===== src/osf_pkg.sv =====
// Purpose: shared constants for the optical sample buffer
// Assumes: register indices as printed, byte address is index times four
// Notes:   all widths and depths fixed
package osf_pkg;
  // ********************************************************************
  // register map (indices; byte address = index * 4)
  // ********************************************************************
  localparam logic [7:0]  IDX_STATUS    = 8'h00;
  localparam logic [7:0]  IDX_MASK      = 8'h02;
  localparam logic [7:0]  IDX_WPTR      = 8'h04;
  localparam logic [7:0]  IDX_OVF       = 8'h05;
  localparam logic [7:0]  IDX_RPTR      = 8'h06;
  localparam logic [7:0]  IDX_DATA      = 8'h07;
  localparam logic [7:0]  IDX_CFG       = 8'h08;
  localparam int          ADDR_W        = 12;
  // ********************************************************************
  // field layout and reset values
  // ********************************************************************
  localparam int          CFG_AVG_LSB   = 5;
  localparam int          CFG_WRAP_BIT  = 4;
  localparam int          CFG_AF_LSB    = 0;
  localparam logic [7:0]  CFG_RESET     = 8'h00;
  localparam logic [7:0]  MASK_RESET    = 8'h00;
  localparam logic [7:0]  STATUS_RESET  = 8'h00;
  localparam int          STAT_AFULL    = 7;
  localparam int          STAT_NEW      = 6;
  localparam logic [7:0]  STAT_USED     = 8'hC0;
  // ********************************************************************
  // buffer geometry
  // ********************************************************************
  localparam int          DEPTH         = 32;
  localparam int          PTR_W         = 5;
  localparam int          CNT_W         = 6;
  localparam int          CHAN_W        = 18;
  localparam int          NCHAN         = 3;
  localparam int          SAMPLE_W      = 54;
  localparam int          ACC_W         = 23;
  localparam logic [2:0]  AVG_MAX_SHIFT = 3'h5;
  localparam logic [4:0]  OVF_MAX       = 5'h1F;
  localparam logic [1:0]  PART_LAST     = 2'h2;
endpackage


===== src/osf_mem.sv =====
// Purpose: sample storage, one write port and a registered read port
// Assumes: read-first when both ports hit the same slot
// Notes:   contents are not zeroed by reset
`timescale 1ns/10ps
module osf_mem (
  input  wire logic                         clk,
  input  wire logic                         we,
  input  wire logic [osf_pkg::PTR_W-1:0]    waddr,
  input  wire logic [osf_pkg::SAMPLE_W-1:0] wdata,
  input  wire logic [osf_pkg::PTR_W-1:0]    raddr,
  output logic      [osf_pkg::SAMPLE_W-1:0] rdata
);
  logic [osf_pkg::SAMPLE_W-1:0] mem_q [osf_pkg::DEPTH];

  always_ff @(posedge clk)
  begin
    if (we)
    begin
      mem_q[waddr] <= wdata;
    end
    rdata <= mem_q[raddr];
  end
endmodule


===== src/osf_top.sv =====
// Purpose: sample buffer with averaging, pointers, lost-sample count, apb access
// Assumes: channel samples and proximity mode come from logic on pclk
// Notes:   zero-wait apb slave; data register hands out one byte per read
//
// The APB slave port was decided locally.
`timescale 1ns/10ps
module osf_top (
  input  wire logic                       pclk,
  input  wire logic                       presetn,
  input  wire logic                       psel,
  input  wire logic                       penable,
  input  wire logic                       pwrite,
  input  wire logic [osf_pkg::ADDR_W-1:0] paddr,
  input  wire logic [31:0]                pwdata,
  output logic      [31:0]                prdata,
  output logic                            pready,
  output logic                            pslverr,
  input  wire logic                       chan_valid,
  input  wire logic [osf_pkg::CHAN_W-1:0] chan_data0,
  input  wire logic [osf_pkg::CHAN_W-1:0] chan_data1,
  input  wire logic [osf_pkg::CHAN_W-1:0] chan_data2,
  input  wire logic [1:0]                 num_chan,
  input  wire logic                       prox_mode,
  output logic                            irq
);
  // ********************************************************************
  // declarations
  // ********************************************************************
  logic [7:0]                      cfg_q, cfg_d, mask_q, mask_d, status_q, status_d;
  logic [osf_pkg::PTR_W-1:0]       wptr_q, wptr_d, rptr_q, rptr_d, ovf_q, ovf_d;
  logic [osf_pkg::PTR_W-1:0]       mem_waddr;
  logic                            full_q, full_d, prox_q, af_lvl_q, af_now;
  logic [1:0]                      chan_idx_q, chan_idx_d, part_q, part_d, last_chan;
  logic [4:0]                      avg_cnt_q, avg_cnt_d, avg_last;
  logic [2:0]                      avg_shift;
  logic [31:0]                     prdata_q, prdata_d;
  logic                            setup_ph, rd_acc, wr_acc, addr_ok, mapped;
  logic                            hit_stat, hit_mask, hit_wptr, hit_ovf, hit_rptr;
  logic                            hit_data, hit_cfg, host_ptr_wr, prox_chg;
  logic                            empty, pop_done, push_req, mem_we;
  logic [osf_pkg::CNT_W-1:0]       count_q;
  logic [osf_pkg::SAMPLE_W-1:0]    mem_rdata, push_data;
  logic [osf_pkg::CHAN_W-1:0]      chan_in [osf_pkg::NCHAN];
  logic [osf_pkg::CHAN_W-1:0]      cur_chan;
  logic [7:0]                      data_byte, stat_set, stat_clr;

  // ********************************************************************
  // apb decode
  // ********************************************************************
  assign setup_ph = psel & ~penable;
  assign rd_acc   = psel & penable & ~pwrite;
  assign wr_acc   = psel & penable & pwrite;
  assign addr_ok  = (paddr[1:0] == 2'h0) & (paddr[11:10] == 2'h0);

  always_comb
  begin
    hit_stat = 1'b0;
    hit_mask = 1'b0;
    hit_wptr = 1'b0;
    hit_ovf  = 1'b0;
    hit_rptr = 1'b0;
    hit_data = 1'b0;
    hit_cfg  = 1'b0;
    if (!addr_ok)
      hit_stat = 1'b0;
    else if (paddr[9:2] == osf_pkg::IDX_STATUS)
      hit_stat = 1'b1;
    else if (paddr[9:2] == osf_pkg::IDX_MASK)
      hit_mask = 1'b1;
    else if (paddr[9:2] == osf_pkg::IDX_WPTR)
      hit_wptr = 1'b1;
    else if (paddr[9:2] == osf_pkg::IDX_OVF)
      hit_ovf = 1'b1;
    else if (paddr[9:2] == osf_pkg::IDX_RPTR)
      hit_rptr = 1'b1;
    else if (paddr[9:2] == osf_pkg::IDX_DATA)
      hit_data = 1'b1;
    else if (paddr[9:2] == osf_pkg::IDX_CFG)
      hit_cfg = 1'b1;
  end

  assign mapped      = hit_stat | hit_mask | hit_wptr | hit_ovf | hit_rptr | hit_data | hit_cfg;
  assign pready      = 1'b1;
  assign pslverr     = psel & penable & ~mapped;
  assign prdata      = prdata_q;
  assign host_ptr_wr = wr_acc & (hit_wptr | hit_rptr | hit_ovf);
  assign prox_chg    = prox_mode ^ prox_q;

  // ********************************************************************
  // averaging front end
  // ********************************************************************
  assign avg_shift = (cfg_q[7:5] > osf_pkg::AVG_MAX_SHIFT) ? osf_pkg::AVG_MAX_SHIFT
                                                           : cfg_q[7:5];
  assign avg_last  = 5'((6'h01 << avg_shift) - 6'h01);
  assign chan_in[0] = chan_data0;
  assign chan_in[1] = chan_data1;
  assign chan_in[2] = chan_data2;
  // a shrinking field can leave the count above the new end, hence >=
  assign push_req  = chan_valid & (avg_cnt_q >= avg_last) & ~prox_chg;

  always_comb
  begin
    avg_cnt_d = avg_cnt_q;
    if (prox_chg)
      avg_cnt_d = 5'h00;
    else if (chan_valid)
      avg_cnt_d = (avg_cnt_q >= avg_last) ? 5'h00 : 5'(avg_cnt_q + 5'h01);
  end

  always_ff @(posedge pclk or negedge presetn)
  begin
    if (!presetn)
      avg_cnt_q <= 5'h00;
    else
      avg_cnt_q <= avg_cnt_d;
  end

  for (genvar c = 0; c < osf_pkg::NCHAN; c++)
  begin : g_acc
    logic [osf_pkg::ACC_W-1:0] acc_q, acc_d, acc_sh;
    always_comb
    begin
      acc_d = acc_q;
      if (prox_chg)
        acc_d = '0;
      else if (chan_valid)
        acc_d = ((avg_cnt_q == 5'h00) ? '0 : acc_q) + {5'h00, chan_in[c]};
    end
    assign acc_sh = acc_d >> avg_shift;
    assign push_data[c*osf_pkg::CHAN_W +: osf_pkg::CHAN_W] = acc_sh[osf_pkg::CHAN_W-1:0];
    always_ff @(posedge pclk or negedge presetn)
    begin
      if (!presetn)
        acc_q <= '0;
      else
        acc_q <= acc_d;
    end
  end

  // ********************************************************************
  // pointers, lost-sample count and byte walk
  // ********************************************************************
  assign empty     = ~full_q & (wptr_q == rptr_q);
  assign count_q   = full_q ? 6'(osf_pkg::DEPTH) : {1'b0, 5'(wptr_q - rptr_q)};
  assign last_chan = (num_chan == 2'h0) ? 2'h0 : 2'(num_chan - 2'h1);
  assign pop_done  = rd_acc & hit_data & ~empty & (part_q == osf_pkg::PART_LAST)
                   & (chan_idx_q >= last_chan);

  always_comb
  begin
    wptr_d     = wptr_q;
    rptr_d     = rptr_q;
    ovf_d      = ovf_q;
    full_d     = full_q;
    chan_idx_d = chan_idx_q;
    part_d     = part_q;
    mem_we     = 1'b0;
    if (wr_acc && hit_wptr)
    begin
      wptr_d = pwdata[4:0];
      full_d = 1'b0;
    end
    if (wr_acc && hit_ovf)
      ovf_d = pwdata[4:0];
    if (wr_acc && hit_rptr)
    begin
      rptr_d     = pwdata[4:0];
      full_d     = 1'b0;
      chan_idx_d = 2'h0;
      part_d     = 2'h0;
    end
    // one byte per read, address untouched by the slave
    if (rd_acc && hit_data && !empty && !(wr_acc && hit_rptr))
    begin
      if (part_q != osf_pkg::PART_LAST)
        part_d = 2'(part_q + 2'h1);
      else if (chan_idx_q < last_chan)
      begin
        part_d     = 2'h0;
        chan_idx_d = 2'(chan_idx_q + 2'h1);
      end
      else
      begin
        part_d     = 2'h0;
        chan_idx_d = 2'h0;
        rptr_d     = 5'(rptr_q + 5'h01);
        ovf_d      = 5'h00;
        full_d     = 1'b0;
      end
    end
    mem_waddr = wptr_d;
    if (push_req)
    begin
      if (!full_d)
      begin
        mem_we = 1'b1;
        wptr_d = 5'(wptr_d + 5'h01);
        full_d = (wptr_d == rptr_d);
      end
      else if (cfg_q[osf_pkg::CFG_WRAP_BIT])
      begin
        // overwrite oldest; read side is pushed along with it
        mem_we     = 1'b1;
        wptr_d     = 5'(wptr_d + 5'h01);
        rptr_d     = wptr_d;
        chan_idx_d = 2'h0;
        part_d     = 2'h0;
        ovf_d      = (ovf_d == osf_pkg::OVF_MAX) ? ovf_d : 5'(ovf_d + 5'h01);
      end
      else
      begin
        // dropped: nothing stored until room is made
        ovf_d = (ovf_d == osf_pkg::OVF_MAX) ? ovf_d : 5'(ovf_d + 5'h01);
      end
    end
    if (prox_chg)
    begin
      wptr_d     = 5'h00;
      rptr_d     = 5'h00;
      ovf_d      = 5'h00;
      full_d     = 1'b0;
      chan_idx_d = 2'h0;
      part_d     = 2'h0;
    end
  end

  always_ff @(posedge pclk or negedge presetn)
  begin
    if (!presetn)
    begin
      wptr_q     <= 5'h00;
      rptr_q     <= 5'h00;
      ovf_q      <= 5'h00;
      full_q     <= 1'b0;
      chan_idx_q <= 2'h0;
      part_q     <= 2'h0;
      prox_q     <= 1'b0;
    end
    else
    begin
      wptr_q     <= wptr_d;
      rptr_q     <= rptr_d;
      ovf_q      <= ovf_d;
      full_q     <= full_d;
      chan_idx_q <= chan_idx_d;
      part_q     <= part_d;
      prox_q     <= prox_mode;
    end
  end

  // read address follows the next pointer so data is ready right after a move
  osf_mem u_mem (
    .clk   (pclk),
    .we    (mem_we),
    .waddr (mem_waddr),
    .wdata (push_data),
    .raddr (rptr_d),
    .rdata (mem_rdata)
  );

  // ********************************************************************
  // registers, status and read data
  // ********************************************************************
  assign cur_chan  = mem_rdata[chan_idx_q*osf_pkg::CHAN_W +: osf_pkg::CHAN_W];
  assign data_byte = (part_q == 2'h0) ? {6'h00, cur_chan[17:16]} :
                     (part_q == 2'h1) ? cur_chan[15:8] : cur_chan[7:0];
  assign af_now    = count_q >= {2'h0, cfg_q[3:0]};
  assign stat_set  = {(af_now & ~af_lvl_q), mem_we, 6'h00};
  // clear only what the reader actually saw, so a late event survives
  assign stat_clr  = (rd_acc && hit_stat) ? prdata_q[7:0] : 8'h00;
  assign irq       = |(status_q & mask_q);

  always_comb
  begin
    cfg_d    = cfg_q;
    mask_d   = mask_q;
    status_d = ((status_q & ~stat_clr) | stat_set) & osf_pkg::STAT_USED;
    prdata_d = prdata_q;
    if (wr_acc && hit_cfg)
      cfg_d = pwdata[7:0];
    if (wr_acc && hit_mask)
      mask_d = pwdata[7:0] & osf_pkg::STAT_USED;
    if (setup_ph)
    begin
      prdata_d = 32'h0000_0000;
      if (hit_stat)
        prdata_d[7:0] = status_q;
      else if (hit_mask)
        prdata_d[7:0] = mask_q;
      else if (hit_wptr)
        prdata_d[4:0] = wptr_q;
      else if (hit_ovf)
        prdata_d[4:0] = ovf_q;
      else if (hit_rptr)
        prdata_d[4:0] = rptr_q;
      else if (hit_data)
        prdata_d[7:0] = empty ? 8'h00 : data_byte;
      else if (hit_cfg)
        prdata_d[7:0] = cfg_q;
    end
  end

  always_ff @(posedge pclk or negedge presetn)
  begin
    if (!presetn)
    begin
      cfg_q    <= osf_pkg::CFG_RESET;
      mask_q   <= osf_pkg::MASK_RESET;
      status_q <= osf_pkg::STATUS_RESET;
      prdata_q <= 32'h0000_0000;
      // high at reset: a zero threshold must not flag the empty buffer as a new event
      af_lvl_q <= 1'b1;
    end
    else
    begin
      cfg_q    <= cfg_d;
      mask_q   <= mask_d;
      status_q <= status_d;
      prdata_q <= prdata_d;
      af_lvl_q <= af_now;
    end
  end
endmodule


===== config.mk =====
export PLATFORM = sky130hd
export DESIGN_NAME = osf_top
export DESIGN_NICKNAME = d
export VERILOG_FILES = /design/src/osf_pkg.sv /design/src/osf_mem.sv /design/src/osf_top.sv
export SDC_FILE = /design/constraint.sdc
export NUM_CORES = 2
export LEC_CHECK = 0
export ABC_CLOCK_PERIOD_IN_PS = 6800
export BUFFER_PORTS_ARGS = -buffer_cell sky130_fd_sc_hd__buf_2
export CAP_MARGIN = 10
export CORE_ASPECT_RATIO = 0.8
export CORE_MARGIN = 5
export CORE_UTILIZATION = 50
export DETAILED_ROUTE_END_ITERATION = 7
export GPL_TIMING_DRIVEN = 0
export PLACE_DENSITY = 0.66
export REMOVE_ABC_BUFFERS = 1
export SYNTH_ARGS = -nofsm -noshare
export SYNTH_HDL_FRONTEND = slang
export SYNTH_SLANG_ARGS = --single-unit

===== constraint.sdc =====
create_clock -name pclk -period 6.8 [get_ports pclk]
set_input_delay 0 -clock pclk [delete_from_list [all_inputs] [get_ports pclk]]
set_output_delay 0 -clock pclk [all_outputs]
set_load 0.1 [all_outputs]

=== After elaboration in Yosys (flattened, before gate mapping) ===
Memories as Yosys holds them, arrays and structs flattened. A register that Yosys moved wholly into a read port is not among the register bits.
Cells that the tools add are included.

* Bits in registers: 116
* Bits in latches: 0
* Bits in writable memories: 1728
* Memory bits (read-only): 0
* Input port bits: 107
* Output and inout bits: 35
* Logic and storage cells: 209
* Memories: 1

* Add/subtract/negate cells: 12
* Multipliers: 1
* Div/mod/pow operators: 0
* $lt $le $gt $ge: 4
* Equality and inequality tests: 11
* Shift-type cells: 5
* Multiplexer cells: 113
* Bitwise gates (word level): 27
* Reduce and logical (&&, ||, !) cells: 19

{| class="wikitable"
|+ Memory list
! name !! depth !! bits a word !! read ports !! clocked after Yosys merged registers in !! write ports !! RTL line !! source
|-
| u_mem.mem_q || 32 || 54 || 1 || 1 || 1 || osf_mem.sv:13 || <nowiki>logic [osf_pkg::SAMPLE_W-1:0] mem_q [osf_pkg::DEPTH];</nowiki>
|}

{| class="wikitable"
|+ Operator list
! kind !! number
|-
| two-way mux 23 bit || 9
|-
| two-way mux 5 bit || 27
|-
| adder 23 x 18 -> 23 bit || 3
|-
| right shift 23 x 3 -> 18 bit || 3
|-
| two-way mux 8 bit || 8
|-
| indexed part select 54 x 8 -> 18 bit || 1
|-
| two-way mux 1 bit || 48
|-
| equality test 8 x 3 -> 1 bit, second input constant || 4
|-
| two-way mux 2 bit || 16
|-
| adder 5 x 1 -> 5 bit, second input constant || 4
|-
| bitwise AND 8 bit || 2
|-
| two-way mux 3 bit || 4
|-
| bitwise AND 1 bit || 10
|-
| equality test 5 bit || 2
|-
| logical AND 1 bit || 9
|-
| equality test 8 x 2 -> 1 bit, second input constant || 1
|-
| equality test 8 x 4 -> 1 bit, second input constant || 1
|-
| logical NOT 2 bit || 4
|-
| logical NOT 8 bit || 1
|-
| inverter 8 bit || 1
|-
| bitwise OR 8 bit || 1
|-
| OR reduction 8 bit || 1
|-
| >= comparator 6 x 4 -> 1 bit || 1
|-
| multiplier 2 x 4 -> 6 bit, second input constant || 1
|-
| other kinds (18) || 30
|}

=== Longest topological paths before layout ===
* Depth in word-level cells: 17
* Mapped depth: 23
* Mapped depth without buffers: 18

=== By module ===
Synthesis repeated with hierarchy kept, for this count alone.

* Cells, all modules: 5413
* Area total of the unflattened synthesis: 80664.9 um2

{| class="wikitable"
|+ Modules (own cells, without submodules)
! module !! times used !! cells each !! area each (um2) !! sequential area each (um2)
|-
| osf_mem || 1 || 3778 || 68280.5 || 52970.8
|-
| osf_top || 1 || 1635 || 12384.4 || 2904.0
|}

=== Least setup slack after synthesis ===
OpenSTA, ideal clock, no wires.

* Path kind: register to register
* Start: reg avg_cnt_q[0]
* End: mem u_mem.mem_q[0][27] (netlist name) (data pin)
* Library setup time: 454 ps
* Arrival time: 5756 ps
* Required time: 6346 ps
* Setup slack: 590 ps
* Stages on the path, launching flop included: 20
* Buffers on the path: 4
* Clock period less this slack: 6210 ps
* Cells stage by stage: dfrtp_1 inv_1 ha_1 or4b_2 clkbuf_1 clkbuf_1 clkbuf_1 clkbuf_1 and2_1 ha_1 nor2b_1 o31a_1 o311a_1 or4_1 a31oi_1 xor2_1 o21ai_0 mux2i_1 mux2_2 o21ai_0

* Longest elaborated chain between the ends: 6

{| class="wikitable"
|+ Ends and longest elaborated chain
! what !! RTL line !! source
|-
| from (decl) || osf_top.sv:34 || <nowiki>logic [4:0] avg_cnt_q, avg_cnt_d, avg_last;</nowiki>
|-
| from (signal assigned) || osf_top.sv:115 || <nowiki>avg_cnt_q <= avg_cnt_d;</nowiki>
|-
| logical NOT 5 bit || osf_top.sv:127 || <nowiki>acc_d = ((avg_cnt_q == 5'h00) ? '0 : acc_q) + {5'h00, chan_in[c]};</nowiki>
|-
| two-way mux 23 bit || osf_top.sv:127 ||
|-
| adder 23 x 18 -> 23 bit || osf_top.sv:127 ||
|-
| two-way mux 23 bit || osf_top.sv:126 || <nowiki>else if (chan_valid)</nowiki>
|-
| two-way mux 23 bit || osf_top.sv:124 || <nowiki>if (prox_chg)</nowiki>
|-
| via g_acc[1].acc_d, one bit || osf_top.sv:120 || <nowiki>logic [osf_pkg::ACC_W-1:0] acc_q, acc_d, acc_sh;</nowiki>
|-
| right shift 23 x 3 -> 18 bit || osf_top.sv:129 || <nowiki>assign acc_sh = acc_d >> avg_shift;</nowiki>
|-
| via g_acc[1].acc_sh, one bit || osf_top.sv:120 ||
|-
| to (decl) || osf_mem.sv:13 ||
|}

The timed path passes the listed nets, and every way through them passes these cells.

=== Final worst setup path ===
* Start: in paddr[7] (netlist name)
* End: reg u_mem.rdata[19] (netlist name) (read register of u_mem.mem_q)

* Longest elaborated chain between the ends: 16
* Elaborated cells between the ends (all ways): 44
* Those cells by class: add/sub: 1; eq/ne: 5; mux: 31; reduce/logical: 7

{| class="wikitable"
|+ Ends and longest elaborated chain
! what !! RTL line !! source
|-
| from (decl) || osf_top.sv:13 || <nowiki>input wire logic [osf_pkg::ADDR_W-1:0] paddr,</nowiki>
|-
| equality test 8 x 3 -> 1 bit, on equally long branches || osf_top.sv:74, osf_top.sv:76 ||
|-
| two-way mux 1 bit, on equally long branches || osf_top.sv:74, osf_top.sv:76 ||
|-
| two-way mux 1 bit, on equally long branches || osf_top.sv:72, osf_top.sv:74 ||
|-
| two-way mux 1 bit, on equally long branches || osf_top.sv:70, osf_top.sv:72 ||
|-
| two-way mux 1 bit, on equally long branches || osf_top.sv:68, osf_top.sv:70 ||
|-
| two-way mux 1 bit, on equally long branches || osf_top.sv:66, osf_top.sv:68 ||
|-
| two-way mux 1 bit, on equally long branches || osf_top.sv:64, osf_top.sv:66 ||
|-
| logical AND 1 bit / two-way mux 1 bit (equally long branches) || osf_top.sv:165, osf_top.sv:173, osf_top.sv:64 ||
|-
| two-way mux 5 bit / logical AND 1 bit (equally long branches) || osf_top.sv:165, osf_top.sv:173 ||
|-
| two-way mux 5 bit / logical AND 1 bit (equally long branches) || osf_top.sv:177, osf_top.sv:173 ||
|-
| two-way mux 5 bit / logical AND 1 bit (equally long branches) || osf_top.sv:175, osf_top.sv:173 ||
|-
| two-way mux 5 bit || osf_top.sv:173 || <nowiki>if (rd_acc && hit_data && !empty && !(wr_acc && hit_rptr))</nowiki>
|-
| two-way mux 5 bit || osf_top.sv:200 || <nowiki>else if (cfg_q[osf_pkg::CFG_WRAP_BIT])</nowiki>
|-
| two-way mux 5 bit || osf_top.sv:194 || <nowiki>if (!full_d)</nowiki>
|-
| two-way mux 5 bit * || osf_top.sv:192 || <nowiki>if (push_req)</nowiki>
|-
| two-way mux 5 bit * || osf_top.sv:216 || <nowiki>if (prox_chg)</nowiki>
|-
| to (decl) || osf_mem.sv:11 || <nowiki>output logic [osf_pkg::SAMPLE_W-1:0] rdata</nowiki>
|}

Every way passes the cells marked *; elsewhere a longest branch is shown, timed or not.
A chain may end at the register's enable or synchronous reset.

==> results.yml <==
global_routing:
  grt_max_degree: 140
  grt-ovfl-total: 0
  antenna_found_initial: 5
  grt_pass1_vias: 49600
  grt_pass1_wl_um: 347000
  track_usage_pct: 28.3
pwr:
  p_comb_share_pct: 5.2
  clkPwrFrac_pct: 41.6
  p_leak_nw: 32.6
  sequentialPowerShare_pct: 53.1
  ir_drop_uv: 232
  swShare_pct: 21.8
  power_mw: 24.3
  internal-power_mw: 19.0
  power_density_mw_per_mm2: 258
  switching_power_mw: 5.31
hold_path:
  hold_path.class: "in2reg"
setup_path:
  cp_max_fo: 67
  startpoint_type: "input pin"
  cp.required_ps: 7410
  arrival_ps: 7300
  crit_chain: "dlygate4sd3_1 -> buf_2 -> or4_4 -> dlygate4sd3_1 -> nor4_4 -> dlygate4sd3_1 -> nand3_2 -> mux2_4 -> mux2_8 -> nand2_8 -> buf_16 -> buf_16 -> buf_16 -> inv_8 -> buf_16 -> buf_16 -> buf_16 -> mux4_2 -> a2111oi_0 -> nand3_1"
  slowest_delay_ps: 640
  critPathKind: "in2reg"
  end_kind: "flip-flop"
  slowest_stage: "dlygate4sd3_1"
  path_common_cell: "buf_16"
logic_synthesis:
  synth_area_leader_cell: "edfxtp_1"
  async_flop_share_pct: 6.11
  ys_types: 90
  synth_seq_cells: 1898
  ys_warn_count: 0
  yosys_most_used_dff: "edfxtp_1"
  synth_edf_count: 1728
  synth_top_area_share_pct: 65.3
  ys_seq_area_share_pct: 70.3
  postSynthAreaPerCell_um2: 14.5
  synthTopCellsByArea: "edfxtp_1 65%, mux4_2 5.2%, nand2_1 4.2%"
  synthCells: 5463
  netlist_area_mm2: 0.0795
detailed_routing:
  top_layer_used: "met4"
  viasPerCell: 6.47
  vias: 51900
  wl_met2_um: 111000
  wl_met3_um: 28100
  ant_nets: 0
  drt_pass1_iterations: 6
  drt-met1-wl_um: 93600
  drc_errors: 0
  drt-initial-drc-count: 7334
  wirelength_um: 243000
  post_drt_wl_per_cell_um: 30.2
outcome:
  status: "finished clean"
floorplanning:
  die_area_mm2: 0.167
  fp.dieH_um: 367
  initial_utilization_pct: 50.5
  ios: 142
  core_mm2: 0.157
  std_cell_rows: 130
  die_w_um: 456
final_layout:
  nets: 5957
  fillers: 11600
  syn_to_final_growth_pct: 18.5
  final_layout_size_suffix_gt1_share_pct: 16.7
  final_area_mm2: 0.0941
  utilization_pct: 59.8
place:
  place_ws_ps: -3300
  gp_congestion: 0.893
  placed_area_mm2: 0.0863
  hpwl_um: 148000
  numPortBuffers: 92
timing:
  relSlewSlack_pct: 4.32
  max_freq_mhz: 150
  fin_crit_sh_pct: 98.3
  max_slew.worst_pin.slew_ps: 1420
  min_period_ps: 6690
  drv_slew: 0
  setup_viol: 0
  layout_setup_ws_ps: 113
  clock_skew_ps: 37.3
  hold_viol: 0
clock_tree:
  cts_sinks: 1898
  ctsRootBufferMaster: "clkbuf_16"
  clk_latency_ps: 840
  cts_tree: "yes"
  cts_buffer_depth: 3
  cts.clk_slew.worst_paths_ps: 60
  htreeDepth: 4
  cts_made_buffers: 172
flow_run:
  cap_violations: 0
[placed cells by master (no fill, tap or decap), types with 25 or more instances in the layout]
| cell | count |
|---|---|
| dfrtp_1 | 111 |
| mux4_2 | 185 |
| nor2_1 | 155 |
| and3_1 | 113 |
| inv_1 | 55 |
| a31oi_1 | 107 |
| dfxtp_1 | 54 |
| ha_1 | 77 |
| conb_1 | 25 |
| buf_16 | 60 |
| clkbuf_1 | 41 |
| nand2_1 | 883 |
| dlygate4sd3_1 | 124 |
| buf_8 | 32 |
| edfxtp_1 | 1728 |
| a21oi_1 | 113 |
| buf_2 | 91 |
| clkbuf_16 | 174 |
| a32oi_1 | 75 |
| nor3_1 | 45 |
| o21ai_0 | 104 |
| nand4_1 | 52 |
| and2_1 | 70 |
| nor2_4 | 41 |
| buf_12 | 112 |
| a211oi_1 | 131 |
| o22ai_1 | 34 |
| mux2i_1 | 115 |
| xnor2_1 | 31 |
| clkinv_1 | 28 |
| nand3_1 | 255 |
| a22oi_1 | 98 |
| mux2_2 | 69 |
[routing by layer]
metal	GRT usage (%)	vias up
met4	11.2	0
met5	0	-
met3	6.23	602
met1	39.4	26200
met2	43.7	3334
li1	-	21800
[cell type report]
cell class / instances / area (um^2) / share of cell area (%)
sequential: 1898 / 55900 / 59.4
multi-input combinational: 3176 / 22800 / 24.2
timing repair buffer: 459 / 6700 / 7.12
clock buffer: 235 / 4770 / 5.07
tap: 2112 / 2640 / 2.81
clock inverter: 85 / 1110 / 1.18
inverter: 62 / 267 / 0.283
antenna: 3 / 7.51 / 0.00797
[power groups by stage]
stage / Combinational, mW / Clock, mW / Sequential (mW)
finish: 1.27 / 10.1 / 12.9
global route: 1.36 / 10.7 / 12.9
CTS: 1.24 / 10.2 / 12.9
detailed placement: 1.17 / 0 / 13.2
global placement: 0.960 / 0 / 13.2
floorplan: 0.615 / 0 / 13.2
[path summary, 6_finish.rpt]
kind	from	to	slack [ps]	cells after the start
max in group asynchronous	presetn	af_lvl_q$_DFF_PN1_	6070	4
min reg2reg	prdata[5]$_DFFE_PN0P_	prdata[5]$_DFFE_PN0P_	490	2
max	paddr[7]	u_mem.rdata[19]$_DFF_P_	110	20
min	chan_data2[15]	g_acc[2].acc_q[16]$_DFF_PN0_	70	7
min in group asynchronous	presetn	g_acc[2].acc_q[5]$_DFF_PN0_	360	4
max reg2reg	cfg_q[6]$_DFFE_PN0P_	u_mem.rdata[19]$_DFF_P_	200	22
[Yosys cell counts, types with 52 or more instances]
cell type and n:
edfxtp_1 1728, nand2_1 887, nand3_1 256, clkbuf_1 227, nor2_1 201, mux4_2 185
a211oi_1 132, a21oi_1 126, o21ai_0 122, mux2i_1 117, dfrtp_1 115, and3_1 113
a31oi_1 109, a22oi_1 98, ha_1 77, a32oi_1 76, mux2_2 71, and2_1 70
buf_2 62, inv_1 56, dfxtp_1 54, nand4_1 52
[stage by stage]
stage          cells  hold slack (ps)  setup TNS [ps]
5_1_grt         8027             89.5           -48.2
4_1_cts         8012             2.04               0
2_1_floorplan   5135             -296        -3702670
3_5_place_dp    7553             31.3         -139510
3_3_place_gp    7339              156               -
6_report        8030             66.1               0
[worst max-delay path: cells and delay by family]
family,cells,cell delay [ps]
buf+inv,11,3570
simple gates,5,1720
mux,3,1310
compound gates,1,410
[flip-flops by register name, indices dropped and copies added (netlist names)]
signal       count
af_lvl_q         1
avg_cnt_q        5
cfg_q            8
chan_idx_q       2
full_q           1
g_acc.acc_q     69
mask_q           2
ovf_q            5
part_q           2
prdata           8
prox_q           1
rptr_q           5
status_q         2
u_mem.mem_q   1728
u_mem.rdata     54
wptr_q           5
[cell families after synthesis]
group	synth area share, %
simple gates	9.85
compound gates	7.95
xor+xnor	0.606
buf+inv	2.24
flops	70.3
fa+ha+maj	1.31
other cells	0.00945
mux	7.72
[what timing repair did]
item                                   4_1_cts  5_1_grt
pin swaps                                    4        5
setup endpoints to repair                  115       90
endpoints found under the hold margin      216        1
gates resized for setup                     26        7
hold buffers                               123        2
cloned                                      12        1
buffers inserted                             4       12
Power figures use the tool's default switching activity.
